File: config.mk
export PLATFORM = sky130hd
export DESIGN_NAME = tbd_dispatch
export DESIGN_NICKNAME = d
export VERILOG_FILES = /design/src/rtl/tbd_pkg.sv /design/src/rtl/tbd_tid_map.sv /design/src/rtl/tbd_dispatch.sv
export SDC_FILE = /design/constraint.sdc
export NUM_CORES = 1
export LEC_CHECK = 0
export ABC_AREA = 1
export BUFFER_PORTS_ARGS = -buffer_cell sky130_fd_sc_hd__clkbuf_2
export CAP_MARGIN = 10
export CORE_ASPECT_RATIO = 1.5
export CORE_MARGIN = 8
export CORE_UTILIZATION = 40
export CTS_BUF_LIST = sky130_fd_sc_hd__clkbuf_8
export DETAILED_ROUTE_END_ITERATION = 7
export PLACE_DENSITY = 0.66
export SLEW_MARGIN = 30
export SYNTH_ARGS = -nofsm -noshare
export SYNTH_HDL_FRONTEND = slang
export SYNTH_SLANG_ARGS = --single-unit
File: constraint.sdc
create_clock -name sys_clk -period 9.2 [get_ports sys_clk]
set_input_delay 0 -clock sys_clk [delete_from_list [all_inputs] [get_ports sys_clk]]
set_output_delay 0 -clock sys_clk [all_outputs]
set_load 0.01 [all_outputs]
File: src/rtl/tbd_pkg.sv
package tbd_pkg;
   // ****************************************
   // sizes
   // ****************************************
   localparam int NUM_MP = 2;
   localparam int MAX_RES = 4;
   localparam int NSLOT = NUM_MP * MAX_RES;
   localparam int SLOT_W = 3;
   localparam int RES_W = 2;
   localparam int MP_W = 1;
   localparam int WARP_SIZE = 8;
   localparam int LANE_W = 3;
   localparam int BDIM_W = 4;
   localparam int GDIM_W = 4;
   localparam int TID_W = 12;
   localparam int WIDX_W = TID_W - LANE_W;
   localparam int BID_W = 8;
   localparam int RPT_W = 6;
   localparam int REGP_W = 18;
   localparam int SMEM_W = 11;
   localparam int CNT_W = 7;
   localparam int ARR_W = 4;
   localparam int POS_W = RES_W + LANE_W;
   localparam int PROD_W = 21;
   localparam int ADDR_W = 8;
   localparam int SPC_W = 3;
   // ****************************************
   // capacities
   // ****************************************
   localparam logic [TID_W-1:0] MAX_THREADS = 12'h040;
   localparam logic [PROD_W-1:0] MP_REGS = 21'h000400;
   localparam logic [PROD_W-1:0] MP_SMEM = 21'h000400;
   localparam logic [LANE_W-1:0] HALF_LANE = 3'h4;
   localparam logic [SLOT_W-1:0] RES_MASK = 3'h3;
   // ****************************************
   // memory spaces
   // ****************************************
   localparam logic [SPC_W-1:0] SP_LOCAL = 3'h0;
   localparam logic [SPC_W-1:0] SP_GLOBAL = 3'h1;
   localparam logic [SPC_W-1:0] SP_SHARED = 3'h2;
   localparam logic [SPC_W-1:0] SP_CONST = 3'h3;
   localparam logic [SPC_W-1:0] SP_TEX = 3'h4;
   typedef enum logic [1:0] {
      ST_IDLE = 2'b00,
      ST_CHECK = 2'b01,
      ST_ISSUE = 2'b10,
      ST_DRAIN = 2'b11
   } tbd_state_t;
endpackage

File: src/rtl/tbd_tid_map.sv
`timescale 1ns/1ps
module tbd_tid_map
   import tbd_pkg::*;
(
   input wire logic sys_clk,
   input wire logic rstn,
   input wire logic [BDIM_W-1:0] dx,
   input wire logic [BDIM_W-1:0] dy,
   input wire logic q_valid,
   input wire logic q_dim3,
   input wire logic [BDIM_W-1:0] q_x,
   input wire logic [BDIM_W-1:0] q_y,
   input wire logic [BDIM_W-1:0] q_z,
   output logic r_valid,
   output logic [TID_W-1:0] r_tid,
   output logic [WIDX_W-1:0] r_warp,
   output logic [LANE_W-1:0] r_lane,
   output logic r_half
);
   // ****************************************
   // linear id
   // ****************************************
   logic [TID_W-1:0] tid_nxt;
   logic [TID_W-1:0] zterm;
   always_comb begin
      zterm = TID_W'(q_z) * TID_W'(dx) * TID_W'(dy); // see (RULE_02)
      tid_nxt = TID_W'(q_x) + TID_W'(q_y) * TID_W'(dx); // see (RULE_01)
      if (q_dim3) begin
         tid_nxt = tid_nxt + zterm; // see (RULE_02)
      end
   end
   always_ff @(posedge sys_clk) begin
      if (!rstn) begin
         r_valid <= 1'b0;
         r_tid <= '0;
         r_warp <= '0;
         r_lane <= '0;
         r_half <= 1'b0;
      end else begin
         r_valid <= q_valid;
         r_tid <= tid_nxt;
         // fixed split: warp w holds ids w*8 .. w*8+7
         r_warp <= tid_nxt[TID_W-1:LANE_W]; // see (RULE_05)
         r_lane <= tid_nxt[LANE_W-1:0]; // see (RULE_05)
         r_half <= tid_nxt[LANE_W-1]; // see (RULE_06)
      end
   end
endmodule

File: src/rtl/tbd_dispatch.sv
`timescale 1ns/1ps
// Functional notes
// (RULE_01) 2d thread id is x plus y*Dx
// (RULE_02) 3d id adds z*Dx*Dy
// (RULE_03) block id is bx plus by*grid x
// (RULE_04) barrier holds block until all arrive
// (RULE_05) warps hold consecutive ids from thread 0
// (RULE_06) half warp is lower or upper half
// (RULE_07) one instruction per warp, shared warp size
// (RULE_08) scheduler rotates among resident warps
// (RULE_09) block stays on one multiprocessor
// (RULE_10) too many registers fails the launch
// (RULE_11) several blocks share one multiprocessor
// (RULE_12) same-address warp write keeps one write
// (RULE_13) block order free, no inter-block sync
// (RULE_14) each processor owns 32-bit registers
// (RULE_15) local/global uncached, constant/texture cached
// (RULE_16) host writes spaces, device reads const/tex
// (RULE_17) launcher gives all blocks same shape
// (RULE_18) blocks run serially, parallel or mixed
// (RULE_19) issue only when block resources fit
// (RULE_20) barrier tracking cleared after release
module tbd_dispatch
   import tbd_pkg::*;
(
   input wire logic sys_clk,
   input wire logic rstn,
   input wire logic launch_valid,
   output logic launch_ready,
   input wire logic [GDIM_W-1:0] launch_gx,
   input wire logic [GDIM_W-1:0] launch_gy,
   input wire logic [BDIM_W-1:0] launch_dx,
   input wire logic [BDIM_W-1:0] launch_dy,
   input wire logic [BDIM_W-1:0] launch_dz,
   input wire logic launch_dim3,
   input wire logic [RPT_W-1:0] launch_regs,
   input wire logic [SMEM_W-1:0] launch_smem,
   output logic launch_fail,
   output logic launch_done,
   output logic issue_valid,
   output logic [SLOT_W-1:0] issue_slot,
   output logic [BID_W-1:0] issue_block_id,
   output logic [GDIM_W-1:0] issue_bx,
   output logic [GDIM_W-1:0] issue_by,
   input wire logic retire_valid,
   input wire logic [SLOT_W-1:0] retire_slot,
   output logic [NUM_MP-1:0] sched_valid,
   output logic [NUM_MP-1:0][RES_W-1:0] sched_slot,
   output logic [NUM_MP-1:0][LANE_W-1:0] sched_warp,
   output logic [NUM_MP-1:0][WARP_SIZE-1:0] sched_mask,
   input wire logic bar_arr_valid,
   input wire logic [SLOT_W-1:0] bar_arr_slot,
   input wire logic [ARR_W-1:0] bar_arr_count,
   output logic [NSLOT-1:0] bar_hold,
   output logic bar_release_valid,
   output logic [SLOT_W-1:0] bar_release_slot,
   input wire logic q_valid,
   input wire logic [BDIM_W-1:0] q_x,
   input wire logic [BDIM_W-1:0] q_y,
   input wire logic [BDIM_W-1:0] q_z,
   output logic r_valid,
   output logic [TID_W-1:0] r_tid,
   output logic [WIDX_W-1:0] r_warp,
   output logic [LANE_W-1:0] r_lane,
   output logic r_half,
   input wire logic [WARP_SIZE-1:0] wr_valid,
   input wire logic [WARP_SIZE-1:0][ADDR_W-1:0] wr_addr,
   output logic [WARP_SIZE-1:0] wr_commit,
   input wire logic acc_valid,
   input wire logic [SPC_W-1:0] acc_space,
   input wire logic acc_write,
   input wire logic acc_host,
   output logic acc_ans_valid,
   output logic acc_ok,
   output logic acc_cached
);
   // ****************************************
   // launch state
   // ****************************************
   tbd_state_t state_r;
   logic [GDIM_W-1:0] gx_r, gy_r, bx_r, by_r;
   logic [BDIM_W-1:0] dx_r, dy_r, dz_r;
   logic dim3_r;
   logic [RPT_W-1:0] regs_r;
   logic [SMEM_W-1:0] smem_r;
   logic [TID_W-1:0] threads_r;
   logic [REGP_W-1:0] blk_regs_r;
   logic [LANE_W:0] wpb_r;
   logic [NSLOT-1:0] slot_busy_r;
   logic [TID_W-1:0] threads_c;
   logic [REGP_W-1:0] blk_regs_c;
   logic bad_c;
   logic [NUM_MP-1:0] fit_c;
   logic [NUM_MP-1:0][RES_W-1:0] free_c;
   logic fit_any;
   logic [SLOT_W-1:0] pick_c;
   logic last_blk;
   assign launch_ready = (state_r == ST_IDLE);
   always_comb begin
      threads_c = TID_W'(dx_r) * TID_W'(dy_r);
      if (dim3_r) begin
         threads_c = TID_W'(threads_c * TID_W'(dz_r));
      end
      // each thread uses regs_r 32-bit registers of its processor
      blk_regs_c = REGP_W'(regs_r) * REGP_W'(threads_c); // see (RULE_14)
      bad_c = (PROD_W'(blk_regs_c) > MP_REGS) || (threads_c > MAX_THREADS) // see (RULE_10)
         || (threads_c == '0) || (PROD_W'(smem_r) > MP_SMEM)
         || (gx_r == '0) || (gy_r == '0);
   end
   // ****************************************
   // per multiprocessor capacity
   // ****************************************
   genvar m;
   generate
      for (m = 0; m < NUM_MP; m++) begin : g_mp
         logic [SLOT_W-1:0] cnt;
         logic [PROD_W-1:0] need_regs, need_smem;
         logic [POS_W-1:0] pos_r;
         logic [SLOT_W-1:0] gslot;
         logic pos_ok;
         always_comb begin
            cnt = '0;
            free_c[m] = '0;
            for (int s = MAX_RES - 1; s >= 0; s--) begin
               if (slot_busy_r[m * MAX_RES + s]) begin
                  cnt = SLOT_W'(cnt + 1'b1);
               end else begin
                  free_c[m] = RES_W'(s);
               end
            end
            // resources shared out among all resident blocks
            need_regs = PROD_W'(cnt + 1'b1) * PROD_W'(blk_regs_r); // see (RULE_11)
            need_smem = PROD_W'(cnt + 1'b1) * PROD_W'(smem_r); // see (RULE_11)
            fit_c[m] = (cnt < SLOT_W'(MAX_RES)) && (need_regs <= MP_REGS) // see (RULE_19)
               && (need_smem <= MP_SMEM);
         end
         // rotating pointer over slot and warp positions
         assign gslot = SLOT_W'(m * MAX_RES) + SLOT_W'(pos_r[POS_W-1:LANE_W]);
         assign pos_ok = slot_busy_r[gslot] && ({1'b0, pos_r[LANE_W-1:0]} < wpb_r)
            && !bar_hold[gslot];
         always_ff @(posedge sys_clk) begin
            if (!rstn) begin
               pos_r <= '0;
               sched_valid[m] <= 1'b0;
               sched_slot[m] <= '0;
               sched_warp[m] <= '0;
               sched_mask[m] <= '0;
            end else begin
               pos_r <= POS_W'(pos_r + 1'b1); // see (RULE_08)
               sched_valid[m] <= pos_ok; // see (RULE_08)
               sched_slot[m] <= pos_r[POS_W-1:LANE_W];
               sched_warp[m] <= pos_r[LANE_W-1:0];
               // all lanes of a warp run one instruction; short tail warp masks lanes
               sched_mask[m] <= {WARP_SIZE{1'b1}}; // see (RULE_07)
               if (({1'b0, pos_r[LANE_W-1:0]} == (LANE_W + 1)'(wpb_r - 1'b1))
                  && (threads_r[LANE_W-1:0] != '0)) begin
                  sched_mask[m] <= WARP_SIZE'((1 << threads_r[LANE_W-1:0]) - 1); // see (RULE_07)
               end
            end
         end
      end
   endgenerate
   always_comb begin
      fit_any = 1'b0;
      pick_c = '0;
      // lowest fitting multiprocessor; order across blocks carries no meaning
      for (int i = NUM_MP - 1; i >= 0; i--) begin
         if (fit_c[i]) begin
            fit_any = 1'b1;
            pick_c = SLOT_W'(i * MAX_RES) + SLOT_W'(free_c[i]); // see (RULE_13)
         end
      end
   end
   assign last_blk = (bx_r == GDIM_W'(gx_r - 1'b1)) && (by_r == GDIM_W'(gy_r - 1'b1));
   // ****************************************
   // dispatch sequence
   // ****************************************
   always_ff @(posedge sys_clk) begin
      if (!rstn) begin
         state_r <= ST_IDLE;
         gx_r <= '0;
         gy_r <= '0;
         dx_r <= '0;
         dy_r <= '0;
         dz_r <= '0;
         dim3_r <= 1'b0;
         regs_r <= '0;
         smem_r <= '0;
         threads_r <= '0;
         blk_regs_r <= '0;
         wpb_r <= '0;
         bx_r <= '0;
         by_r <= '0;
         launch_fail <= 1'b0;
         launch_done <= 1'b0;
         issue_valid <= 1'b0;
         issue_slot <= '0;
         issue_block_id <= '0;
         issue_bx <= '0;
         issue_by <= '0;
      end else begin
         launch_fail <= 1'b0;
         launch_done <= 1'b0;
         issue_valid <= 1'b0;
         case (state_r)
            ST_IDLE: begin
               if (launch_valid) begin
                  // one shape for every block of the grid
                  gx_r <= launch_gx; // see (RULE_17)
                  gy_r <= launch_gy;
                  dx_r <= launch_dx;
                  dy_r <= launch_dy;
                  dz_r <= launch_dz;
                  dim3_r <= launch_dim3;
                  regs_r <= launch_regs;
                  smem_r <= launch_smem;
                  state_r <= ST_CHECK;
               end
            end
            ST_CHECK: begin
               threads_r <= threads_c;
               blk_regs_r <= blk_regs_c;
               wpb_r <= (LANE_W + 1)'((threads_c + TID_W'(WARP_SIZE - 1)) >> LANE_W);
               bx_r <= '0;
               by_r <= '0;
               if (bad_c) begin
                  launch_fail <= 1'b1; // see (RULE_10)
                  state_r <= ST_IDLE;
               end else begin
                  state_r <= ST_ISSUE;
               end
            end
            ST_ISSUE: begin
               // issues whenever room exists: serial, parallel or both
               if (fit_any) begin // see (RULE_18)
                  issue_valid <= 1'b1;
                  issue_slot <= pick_c; // see (RULE_09)
                  issue_bx <= bx_r;
                  issue_by <= by_r;
                  issue_block_id <= BID_W'(bx_r) + BID_W'(by_r) * BID_W'(gx_r); // see (RULE_03)
                  if (last_blk) begin
                     state_r <= ST_DRAIN;
                  end else if (bx_r == GDIM_W'(gx_r - 1'b1)) begin
                     bx_r <= '0;
                     by_r <= GDIM_W'(by_r + 1'b1);
                  end else begin
                     bx_r <= GDIM_W'(bx_r + 1'b1);
                  end
               end
            end
            ST_DRAIN: begin
               if (slot_busy_r == '0 && !issue_valid) begin
                  launch_done <= 1'b1;
                  state_r <= ST_IDLE;
               end
            end
            default: state_r <= ST_IDLE;
         endcase
      end
   end
   // slot stays with its multiprocessor from issue until retire
   always_ff @(posedge sys_clk) begin
      if (!rstn) begin
         slot_busy_r <= '0;
      end else begin
         for (int s = 0; s < NSLOT; s++) begin
            if (state_r == ST_ISSUE && fit_any && pick_c == SLOT_W'(s)) begin
               slot_busy_r[s] <= 1'b1; // see (RULE_09)
            end else if (retire_valid && retire_slot == SLOT_W'(s)) begin
               slot_busy_r[s] <= 1'b0;
            end
         end
      end
   end
   // ****************************************
   // barrier, one counter per resident block
   // ****************************************
   logic [NSLOT-1:0][CNT_W-1:0] bar_cnt_r;
   logic [NSLOT-1:0] bar_full_c;
   genvar b;
   generate
      for (b = 0; b < NSLOT; b++) begin : g_bar
         logic [CNT_W-1:0] sum;
         logic hit;
         assign hit = bar_arr_valid && (bar_arr_slot == SLOT_W'(b));
         assign sum = CNT_W'(bar_cnt_r[b] + CNT_W'(bar_arr_count));
         assign bar_full_c[b] = hit && (TID_W'(sum) >= threads_r);
         always_ff @(posedge sys_clk) begin
            if (!rstn) begin
               bar_cnt_r[b] <= '0;
               bar_hold[b] <= 1'b0;
            end else if (bar_full_c[b] || (retire_valid && retire_slot == SLOT_W'(b))) begin
               bar_cnt_r[b] <= '0; // see (RULE_20)
               bar_hold[b] <= 1'b0; // see (RULE_04)
            end else if (hit) begin
               bar_cnt_r[b] <= sum;
               bar_hold[b] <= 1'b1; // see (RULE_04)
            end
         end
      end
   endgenerate
   always_ff @(posedge sys_clk) begin
      if (!rstn) begin
         bar_release_valid <= 1'b0;
         bar_release_slot <= '0;
      end else begin
         bar_release_valid <= |bar_full_c; // see (RULE_04)
         bar_release_slot <= bar_arr_slot;
      end
   end
   // ****************************************
   // same-address writes: highest lane wins
   // ****************************************
   genvar l;
   generate
      for (l = 0; l < WARP_SIZE; l++) begin : g_lane
         logic beaten;
         always_comb begin
            beaten = 1'b0;
            for (int j = l + 1; j < WARP_SIZE; j++) begin
               if (wr_valid[j] && wr_addr[j] == wr_addr[l]) begin
                  beaten = 1'b1;
               end
            end
         end
         always_ff @(posedge sys_clk) begin
            if (!rstn) begin
               wr_commit[l] <= 1'b0;
            end else begin
               wr_commit[l] <= wr_valid[l] && !beaten; // see (RULE_12)
            end
         end
      end
   endgenerate
   // ****************************************
   // memory space access check
   // ****************************************
   always_ff @(posedge sys_clk) begin
      if (!rstn) begin
         acc_ans_valid <= 1'b0;
         acc_ok <= 1'b0;
         acc_cached <= 1'b0;
      end else begin
         acc_ans_valid <= acc_valid;
         acc_ok <= !(acc_write && !acc_host // see (RULE_16)
            && (acc_space == SP_CONST || acc_space == SP_TEX));
         acc_cached <= (acc_space == SP_CONST || acc_space == SP_TEX); // see (RULE_15)
      end
   end
   tbd_tid_map u_tid (
      .sys_clk(sys_clk),
      .rstn(rstn),
      .dx(dx_r),
      .dy(dy_r),
      .q_valid(q_valid),
      .q_dim3(dim3_r),
      .q_x(q_x),
      .q_y(q_y),
      .q_z(q_z),
      .r_valid(r_valid),
      .r_tid(r_tid),
      .r_warp(r_warp),
      .r_lane(r_lane),
      .r_half(r_half)
   );

   logic busy_at_issue;
   assign busy_at_issue = slot_busy_r[issue_slot];
   // occupancy as the scheduler saw it one cycle before its output
   logic [NSLOT-1:0] busy_d_r;
   always_ff @(posedge sys_clk) begin
      busy_d_r <= slot_busy_r;
   end
endmodule

==> impl_metrics.py, run 1 <==
metrics = {
    "yosys": {
        "synth.avg_cell_area_um2": 6.98,
        "yosysTopAreaCell": "dfxtp_1",
        "syn_area_mm2": 0.0285,
        "synthAdderAreaFrac": 0.284,
        "synth_flop_cell": "dfxtp_1",
        "ys_warn_count": 0,
        "synth.most_common_cell": "nand2_1",
        "synth-simple-area-share": 0.231,
        "synth.top_cell.area_share": 0.170,
        "ys_seq_area_frac": 0.170,
        "synth_area_leaders": "dfxtp_1 17%, fa_1 14%, ha_1 14%",
        "synth_compound_area_frac": 0.136,
        "syn-num-nets": 4749,
        "syn_inst": 4081,
        "yosys_register_bits": 242,
        "yosysUniqueCellTypes": 58,
        "synth_common_cells": "796 x nand2_1, 734 x inv_1, 469 x nor2_1, 321 x ha_1, 242 x dfxtp_1",
        "synth_top_family_by_area": "adder cells",
        "muxShareOfSynthArea": 0,
        "synthXorXnorAreaFrac": 0.0562,
        "synth_edf_count": 0,
        "async_flop_share": 0,
    },
    "sta": {
        "setup_viol": 0,
        "hold_viol": 0,
        "timing.final.max_slew_violations": 0,
        "fmaxAchievable_ghz": 0.117,
        "post-route-min-period_ns": 8.55,
        "finalCritPeriodShare": 0.930,
        "rsz0062_at_grt": "false",
        "fin_ws_ns": 0.647,
        "whs_ns": 0.0728,
        "fin_tns_setup_ns": 0,
        "worstMarginPinSlew_ns": 0.959,
        "relSlewSlack": 0.359,
        "finClkSkew_ns": 0.0149,
    },
    "die": {
        "io_pins": 244,
        "dieArea_mm2": 0.0802,
        "coreArea_mm2": 0.0710,
        "core.rowCount": 120,
        "fp.dieW_um": 234,
        "die_h_um": 343,
        "start_util": 0.401,
    },
    "worst_hold_path": {
        "hp-class": "input pin to register",
        "hold_path_startpoint": "q_y[0]",
        "hold_end": "u_tid.r_lane[1]",
        "hold_depth": 6,
    },
    "layout": {
        "final_util": 0.458,
        "nets": 5017,
        "drive_above_1_share": 0.0935,
        "fill_cells": 7231,
        "area_growth_pct": 14.3,
    },
    "clocking": {
        "path_clk_slew_ns": 0.06,
        "insertion_delay_ns": 0.65,
        "cts-root-buf": "clkbuf_8",
        "clock_sinks": 242,
        "htree_levels": 2,
        "clk_path_buf_depth": 3,
        "cts_made_buffers": 46,
        "cts_tree": "built",
    },
    "route": {
        "drt_wl_total_um": 94700,
        "wl_per_cell_um": 17.9,
        "drt-pass1-iter-count": 5,
        "vias": 27800,
        "route.detailed.drc": 0,
        "drt_iter0_markers": 1594,
        "ant_nets": 0,
        "via_per_inst": 5.25,
    },
    "outcome": {
        "outcome": "complete, no violations",
    },
    "placed_design": {
        "port_buffers": 243,
        "dp_slack_ns": 0.311,
        "routabilityCongestion": 1.02,
        "dpl.hpwl_um": 76000,
    },
    "worst_setup_path": {
        "r2r_cells": 41,
        "worstSetupPathType": "register to register",
        "cpPeakStageDelay_ns": 0.60,
        "crit_path_end_kind": "register",
        "r2r_start": "dy_r[3]",
        "crit_path_top_delay_cell": "fa_2",
        "rrSetupSlack_ns": 0.65,
        "timing.critical_path.mode_cell": "inv_1",
        "cp.arrival_ns": 9.16,
        "crit_path_max_fanout": 7,
        "cp.required_ns": 9.80,
        "critPathLaunchType": "register",
    },
    "job": {
        "cap_violations": 0,
    },
    "power_and_ir_drop": {
        "power-per-cell-area_mw_per_mm2": 136,
        "irDropWorstVdd_mv": 0.136,
        "cellLeakagePower_nw": 17.1,
        "total_power_mw": 4.43,
    },
    "global_route": {
        "grt_pass1_vias": 28000,
        "grt_max_degree": 68,
        "grt_overflow_total": 0,
        "grt_util_all_layers": 0.235,
        "antenna_found_initial": 3,
        "grt_pass1_wl_um": 149000,
    },
}
==> repair_timing <==
| item | in CTS | in global routing |
|---|---|---|
| hold endpoints to repair | 134 | 0 |
| hold buffers | 97 | 0 |
| gates resized for setup | 0 | 18 |
| setup buffers | 0 | 2 |
| endpoints found under the setup margin | 0 | 3 |
==> area by class of cell <==
type	count	area, µm²	area share
Antenna cell	2	5.00	0.000154
Tap cell	915	1140	0.0352
Multi-Input combinational cell	2937	20200	0.620
Clock inverter	27	388	0.0119
Timing Repair Buffer	362	2360	0.0724
Sequential cell	242	4840	0.149
Inverter	760	2870	0.0880
Clock buffer	55	757	0.0232
==> worst max-delay path, delay by kind of cell (launching register included) <==
family / cells / cell delay, ns
simple gates: 17 / 2.00
flops: 1 / 0.32
fa+ha+maj: 10 / 4.89
compound gates: 4 / 0.55
xor+xnor: 1 / 0.24
buf+inv: 9 / 0.51
==> how the worst max path moves through the flow <==
stage | cells after the start | slack [ns] | start | end
after detailed placement | 40 | 0.31 | dy_r[3] | register
after global routing | 42 | 0.02 | dx_r[0] | register
after floorplan | 43 | 0.83 | dx_r[0] | register
after CTS | 40 | 0.30 | dy_r[3] | register
after global placement | 40 | 0.44 | dy_r[3] | register
final | 41 | 0.65 | dy_r[3] | register
==> report_power, final <==
group | internal [mW] | leakage, nW | switching, mW
clock network | 0.827 | 0.603 | 0.553
logic | 0.621 | 14.6 | 1.14
registers | 1.16 | 1.98 | 0.125
==> cell usage in the layout, fill, tap and decap left out, drive strengths merged, types with 3 or more instances in the layout <==
| master | count |
|---|---|
| a2111oi | 21 |
| a211oi | 51 |
| a21boi | 12 |
| a21o | 5 |
| a21oi | 207 |
| a221oi | 10 |
| a311oi | 3 |
| a31oi | 7 |
| buf | 23 |
| bufinv | 10 |
| clkbuf | 297 |
| clkinv | 27 |
| dfxtp | 242 |
| dlygate4sd3 | 97 |
| fa | 203 |
| ha | 321 |
| inv | 748 |
| nand2 | 805 |
| nand3 | 181 |
| nand3b | 15 |
| nand4 | 39 |
| nor2 | 474 |
| nor3 | 41 |
| nor4 | 14 |
| o2111ai | 11 |
| o211ai | 10 |
| o21a | 18 |
| o21ai | 161 |
| o21bai | 8 |
| o221ai | 8 |
| o22ai | 94 |
| o31ai | 7 |
| o32ai | 4 |
| or2 | 16 |
| xnor2 | 59 |
| xor2 | 123 |
==> through the flow <==
step / instance area (µm²) / std cells
after floorplan: 28500 / 4081
after global placement: 30400 / 5117
after detailed placement: 30400 / 5117
after CTS: 32500 / 5296
after global routing: 32600 / 5299
final: 32600 / 5300
==> registers in the layout (all words and copies together) (netlist names), 6 cells and up, named ones only <==
signal	cells
wr_commit	8
sched_warp	6
issue_block_id	8
regs_r	6
smem_r	11
bar_cnt_r	56
blk_regs_r	18
sched_mask	16
bar_hold	8
u_tid.r_warp	9
g_mp.pos_r	10
threads_r	12
slot_busy_r	8
==> kinds of logic after synthesis <==
group,after synthesis
and+or+nand+nor,1588
buffers and inverters,902
adders and majority gates,524
DFF,242
xor gates and xnor gates,182
AOI/OAI and AO/OA,643
==> per-layer routing <==
| metal | global-route usage | share of wire | routed length (µm) |
|---|---|---|---|
| met4 | 0.142 | 0.070 | 6640 |
| met1 | 0.242 | 0.36 | 34500 |
| met5 | 0 | 0 | 0 |
| met2 | 0.432 | 0.50 | 47700 |
| met3 | 0.0448 | 0.062 | 5840 |
No activity file was read; power rests on OpenSTA's default activity.
==> inputs of run 2 (changes only) <==
--- a/config.mk
+++ b/config.mk
@@ -8,12 +8,14 @@
 export ABC_AREA = 1
 export BUFFER_PORTS_ARGS = -buffer_cell sky130_fd_sc_hd__clkbuf_2
 export CAP_MARGIN = 10
+export CELL_PAD_IN_SITES_DETAIL_PLACEMENT = 1
+export CELL_PAD_IN_SITES_GLOBAL_PLACEMENT = 2
 export CORE_ASPECT_RATIO = 1.5
 export CORE_MARGIN = 8
-export CORE_UTILIZATION = 40
+export CORE_UTILIZATION = 36
 export CTS_BUF_LIST = sky130_fd_sc_hd__clkbuf_8
 export DETAILED_ROUTE_END_ITERATION = 7
-export PLACE_DENSITY = 0.66
+export PLACE_DENSITY = 0.93
 export SLEW_MARGIN = 30
 export SYNTH_ARGS = -nofsm -noshare
 export SYNTH_HDL_FRONTEND = slang
==> run 2 against run 1 <==
Sequential power about the same. Largest power group unchanged. Global-route usage increased by 0.38 points. Sequential cell count unchanged. Critical path depth unchanged. Via count increased by 2.2%. Design area decreased by 0.27%. Clock skew increased by 0.015 ns. Die area increased by 10%. Core utilization decreased by 4.5 points. First-iteration DRC count decreased by 32%. Clock-buffer cell count increased by 1. Largest cell class unchanged.
==> impl_metrics.py, run 2 (synthesis results as in run 1) <==
metrics = {
    "power_and_ir_drop": {
        "power-per-cell-area_mw_per_mm2": 135,
        "irDropWorstVdd_mv": 0.177,
        "cellLeakagePower_nw": 17.1,
        "total_power_mw": 4.39,
    },
    "global_route": {
        "grt_pass1_wl_um": 169000,
        "grt_overflow_total": 0,
        "grt_util_all_layers": 0.238,
        "grt_pass1_vias": 31000,
        "grt_max_degree": 61,
        "antenna_found_initial": 5,
    },
    "layout": {
        "mostFrequentLayoutCell": "nand2_1",
        "multi_input_area_mm2": 0.0202,
        "instances_no_fill": 5402,
        "drive_above_1_share": 0.0926,
        "regMostFlops": "bar_cnt_r",
        "nets": 5009,
        "area_growth_pct": 14.0,
        "largest_register_ffs": 56,
        "final_util": 0.414,
        "final_cell_mix": "794 x nand2_1, 747 x inv_1, 469 x nor2_1, 320 x ha_1, 242 x clkbuf_2",
        "reg_top3": "bar_cnt_r x56, blk_regs_r x18, sched_mask x16",
        "fill_cells": 10200,
        "regArea_mm2": 0.00485,
    },
    "die": {
        "fp.dieW_um": 246,
        "start_util": 0.363,
        "coreArea_mm2": 0.0785,
        "core.rowCount": 126,
        "dieArea_mm2": 0.0886,
        "io_pins": 244,
        "die_h_um": 361,
    },
    "route": {
        "drt_iter0_markers": 1091,
        "drt_wl_total_um": 106000,
        "via_per_inst": 5.27,
        "route.detailed.drc": 0,
        "wl_per_cell_um": 19.7,
        "ant_nets": 0,
        "vias": 28500,
        "drt-pass1-iter-count": 7,
    },
    "worst_setup_path": {
        "crit_path_end_kind": "register",
        "timing.critical_path.mode_cell": "inv_1",
        "cp.required_ns": 9.81,
        "crit_path_top_delay_cell": "fa_1",
        "cpPeakStageDelay_ns": 0.56,
        "critPathLaunchType": "register",
        "cp.arrival_ns": 9.29,
        "worstSetupPathType": "register to register",
        "crit_path_max_fanout": 5,
    },
    "sta": {
        "fmaxAchievable_ghz": 0.115,
        "timing.final.max_slew_violations": 0,
        "finClkSkew_ns": 0.0300,
        "hold_viol": 0,
        "fin_tns_setup_ns": 0,
        "whs_ns": 0.0671,
        "relSlewSlack": 0.321,
        "rsz0062_at_grt": "false",
        "setup_viol": 0,
        "worstMarginPinSlew_ns": 1.01,
        "post-route-min-period_ns": 8.68,
        "finalCritPeriodShare": 0.944,
    },
    "job": {
        "cap_violations": 0,
    },
    "placed_design": {
        "routabilityCongestion": 1.02,
        "dpl.hpwl_um": 85200,
        "port_buffers": 243,
        "dp_cells": 5230,
    },
    "clocking": {
        "postCtsSetupBuffers": 0,
        "htree_levels": 2,
        "cts_tree": "built",
        "path_clk_slew_ns": 0.06,
        "cts_made_buffers": 49,
        "cts-root-buf": "clkbuf_8",
        "clk_path_buf_depth": 3,
        "clock_sinks": 242,
        "insertion_delay_ns": 0.67,
    },
    "outcome": {
        "outcome": "complete, no violations",
    },
    "worst_hold_path": {
        "hp-class": "input pin to register",
    },
}
==> run 2: cell types whose count changed in the layout (fill, tap and decap cells not counted), sizes merged <==
cell         delta
inv             +8
diode           +1
clkbuf          +1
clkinv          -3
dlygate4sd3    -13
bufinv          -5
buf             +2
clkinvlp        +2
==> run 2: worst paths after layout <==
path	from	end	slack (ns)	depth (start not counted)
worst min-delay path	q_y[0]	u_tid.r_lane[1]	0.07	6
worst min register to register	g_mp[1].pos_r[4]	sched_slot[3]	0.44	2
worst max register to register	dy_r[3]	register	0.52	41
worst max-delay path	dy_r[3]	register	0.52	41
==> run 2: per-stage QoR <==
step | instance area [µm²] | setup slack, ns
floorplan | 28500 | 0.829
detailed placement | 30500 | 0.222
global placement | 30500 | 0.334
finish | 32500 | 0.517
global route | 32500 | 0.0334
CTS | 32400 | 0.186
==> run 2: per-layer routing <==
metal  up-vias  GRT usage  wire length, µm
met3       318     0.0487             5670
met5         -          0               12
met1     13800      0.240            38800
met2       735      0.446            55000
met4         2      0.139             6980
li1      13600          -                -
==> run 2: what timing repair did <==
action	in CTS	in global routing
endpoints found under the hold margin	119	0
setup endpoints to repair	0	4
gates resized for setup	0	16
hold buffers	84	0
==> run 2: final cells by class <==
type | count | share of cell area
clock inverter | 29 | 0.00809
tap | 1024 | 0.0395
inverter | 760 | 0.0882
timing repair buffer | 351 | 0.0690
clock buffer | 56 | 0.0237
sequential | 242 | 0.149
multi-input combinational | 2937 | 0.622
antenna | 3 | 0.000231
==> run 2: critical path, delay by kind of cell (launching register included) <==
kind,cells,cell delay [ns]
adders and majority gates,10,4.76
and+or+nand+nor,14,1.90
AOI/OAI and AO/OA,5,0.68
buffers and inverters,10,0.62
xor gates and xnor gates,2,0.37
DFF,1,0.33
==> run 2: report_power, final <==
part,switching (mW),internal [mW]
combinational,1.21,0.623
sequential,0.124,1.16
clock,0.578,0.694
total,1.92,2.48
==> inputs of run 3 (changes only) <==
--- a/config.mk
+++ b/config.mk
@@ -8,14 +8,12 @@
 export ABC_AREA = 1
 export BUFFER_PORTS_ARGS = -buffer_cell sky130_fd_sc_hd__clkbuf_2
 export CAP_MARGIN = 10
-export CELL_PAD_IN_SITES_DETAIL_PLACEMENT = 1
-export CELL_PAD_IN_SITES_GLOBAL_PLACEMENT = 2
 export CORE_ASPECT_RATIO = 1.5
-export CORE_MARGIN = 8
-export CORE_UTILIZATION = 36
+export CORE_MARGIN = 2
+export CORE_UTILIZATION = 45
 export CTS_BUF_LIST = sky130_fd_sc_hd__clkbuf_8
 export DETAILED_ROUTE_END_ITERATION = 7
-export PLACE_DENSITY = 0.93
+export PLACE_DENSITY = 0.72
 export SLEW_MARGIN = 30
 export SYNTH_ARGS = -nofsm -noshare
 export SYNTH_HDL_FRONTEND = slang
==> run 3 against run 2 <==
Critical path depth shrank 1. Global-route usage grew 4.6 points. Clock power shrank 4%. Largest power group unchanged. Power shrank 2.6%. Highest routed layer is now met4.
==> impl_metrics.py, run 3 (synthesis results as in run 1) <==
metrics = {
    "die": {
        "fp.dieW_um": 209,
        "core.rowCount": 113,
        "die_h_um": 312,
        "start_util": 0.453,
        "io_pins": 244,
        "dieArea_mm2": 0.0654,
        "coreArea_mm2": 0.0629,
    },
    "clocking": {
        "path_clk_slew_ns": 0.07,
        "cts_tree": "built",
        "cts_made_buffers": 45,
        "cts-root-buf": "clkbuf_8",
        "clock_sinks": 242,
        "clk_path_buf_depth": 3,
        "htree_levels": 2,
        "insertion_delay_ns": 0.65,
    },
    "layout": {
        "mostFrequentLayoutCell": "nand2_1",
        "regMostFlops": "bar_cnt_r",
        "fin_area_mm2": 0.0323,
        "final_util": 0.513,
        "regArea_mm2": 0.00484,
        "area_growth_pct": 13.2,
        "fill_cells": 6166,
        "final_cell_mix": "794 x nand2_1, 740 x inv_1, 469 x nor2_1, 319 x ha_1",
        "nets": 5010,
        "drive_above_1_share": 0.0928,
        "multi_input_area_mm2": 0.0202,
        "largest_register_ffs": 56,
        "reg_top3": "bar_cnt_r x56, blk_regs_r x18, sched_mask x16",
        "instances_no_fill": 5183,
    },
    "worst_setup_path": {
        "timing.critical_path.mode_cell": "nand2_1",
        "cp.required_ns": 9.79,
        "crit_path_top_delay_cell": "fa_1",
        "crit_path_end_kind": "register",
        "r2r_start": "dy_r[3]",
        "crit_path_max_fanout": 7,
        "worstSetupPathType": "register to register",
        "rrSetupSlack_ns": 0.50,
        "cpPeakStageDelay_ns": 0.62,
        "r2r_cells": 40,
        "critPathLaunchType": "register",
        "startpoint": "dy_r[3]",
        "cp.arrival_ns": 9.29,
    },
    "global_route": {
        "grt_overflow_total": 0,
        "grt_util_all_layers": 0.284,
        "grt_max_degree": 78,
        "antenna_found_initial": 2,
        "grt_pass1_wl_um": 147000,
        "grt_pass1_vias": 28500,
    },
    "sta": {
        "finClkSkew_ns": 0.0425,
        "relSlewSlack": 0.329,
        "rsz0062_at_grt": "false",
        "worstMarginPinSlew_ns": 0.981,
        "hold_viol": 0,
        "whs_ns": 0.0580,
        "timing.final.max_slew_violations": 0,
        "setup_viol": 0,
        "finalCritPeriodShare": 0.945,
        "fin_tns_setup_ns": 0,
        "fmaxAchievable_ghz": 0.115,
        "post-route-min-period_ns": 8.70,
    },
    "placed_design": {
        "dpl.hpwl_um": 73500,
        "dp_cells": 5010,
        "routabilityCongestion": 1.04,
        "placed_area_mm2": 0.0303,
        "port_buffers": 243,
    },
    "worst_hold_path": {
        "hold_depth": 6,
        "hp-class": "input pin to register",
        "hold_path_startpoint": "q_y[0]",
        "hold_end": "u_tid.r_lane[0]",
    },
    "route": {
        "wl_met1_um": 32600,
        "drt_wl_total_um": 92700,
        "drt-pass1-iter-count": 5,
        "wl_per_cell_um": 17.9,
        "vias": 27900,
        "top_layer_used": "met4",
        "ant_nets": 0,
        "via_per_inst": 5.39,
        "route.detailed.drc": 0,
        "drt_iter0_markers": 1421,
        "met3_length_um": 4830,
        "dr_wl_met2_um": 46900,
    },
    "power_and_ir_drop": {
        "irDropWorstVdd_mv": 0.121,
        "power_switching_mw": 1.80,
        "comb_power_share": 0.413,
        "p_int_mw": 2.48,
        "power-per-cell-area_mw_per_mm2": 133,
        "power_frac_seq": 0.301,
        "pwr-share-clk": 0.286,
        "swShare": 0.420,
        "cellLeakagePower_nw": 17.1,
    },
    "job": {
        "cap_violations": 0,
    },
    "outcome": {
        "outcome": "complete, no violations",
    },
}
-- run 3: cell count changes in the layout (fill, tap and decap cells not counted), sizes merged --
cell / change
bufinv: -1
diode: -1
inv: -7
clkbuf: +4
dlygate4sd3: +5
-- run 3: how the worst max path moves through the flow --
| stage | cells after the start | to | slack [ns] |
|---|---|---|---|
| 2_1_floorplan | 43 | register | 0.83 |
| 3_3_place_gp | 40 | register | 0.49 |
| 3_5_place_dp | 40 | register | 0.27 |
| 4_1_cts | 40 | register | 0.22 |
| 5_1_grt | 42 | register | 0.01 |
| 6_report | 40 | register | 0.50 |
-- run 3: cell type report --
type,count,area share
multi-input combinational,2937,0.626
sequential,242,0.150
inverter,760,0.0888
timing repair buffer,356,0.0710
tap,805,0.0312
clock buffer,60,0.0256
clock inverter,21,0.00663
antenna,2,0.000155
-- run 3: metrics by stage --
step,setup slack (ns),power (mW)
after global placement,0.489,2.99
after floorplan,0.829,2.49
final,0.501,4.28
after detailed placement,0.266,3.01
after CTS,0.222,4.30
after global routing,0.0148,4.57
-- run 3: worst max-delay path, delay by kind of cell (launching register included) --
family,cells,cell delay (ns)
simple gates,17,1.97
buf+inv,8,0.52
compound gates,4,0.77
xor+xnor,1,0.24
flops,1,0.33
fa+ha+maj,10,4.81
-- run 3: power groups by stage --
| stage | clock network [mW] | logic [mW] | registers [mW] |
|---|---|---|---|
| global route | 1.28 | 1.99 | 1.30 |
| global placement | 0 | 1.68 | 1.31 |
| detailed placement | 0 | 1.71 | 1.31 |
| CTS | 1.25 | 1.76 | 1.29 |
| finish | 1.22 | 1.77 | 1.29 |
| floorplan | 0 | 1.22 | 1.27 |
-- run 3: repair_timing --
action	4_1_cts	5_1_grt
endpoints found under the hold margin	123	0
buffers inserted	0	1
hold buffers	89	0
resized for setup	0	15
endpoints found under the setup margin	0	2
-- run 3: per-layer routing --
layer | up-vias | global-route usage
met3 | 344 | 0.0403
li1 | 13600 | -
met2 | 948 | 0.524
met1 | 13100 | 0.284
met4 | 0 | 0.229
met5 | - | 0
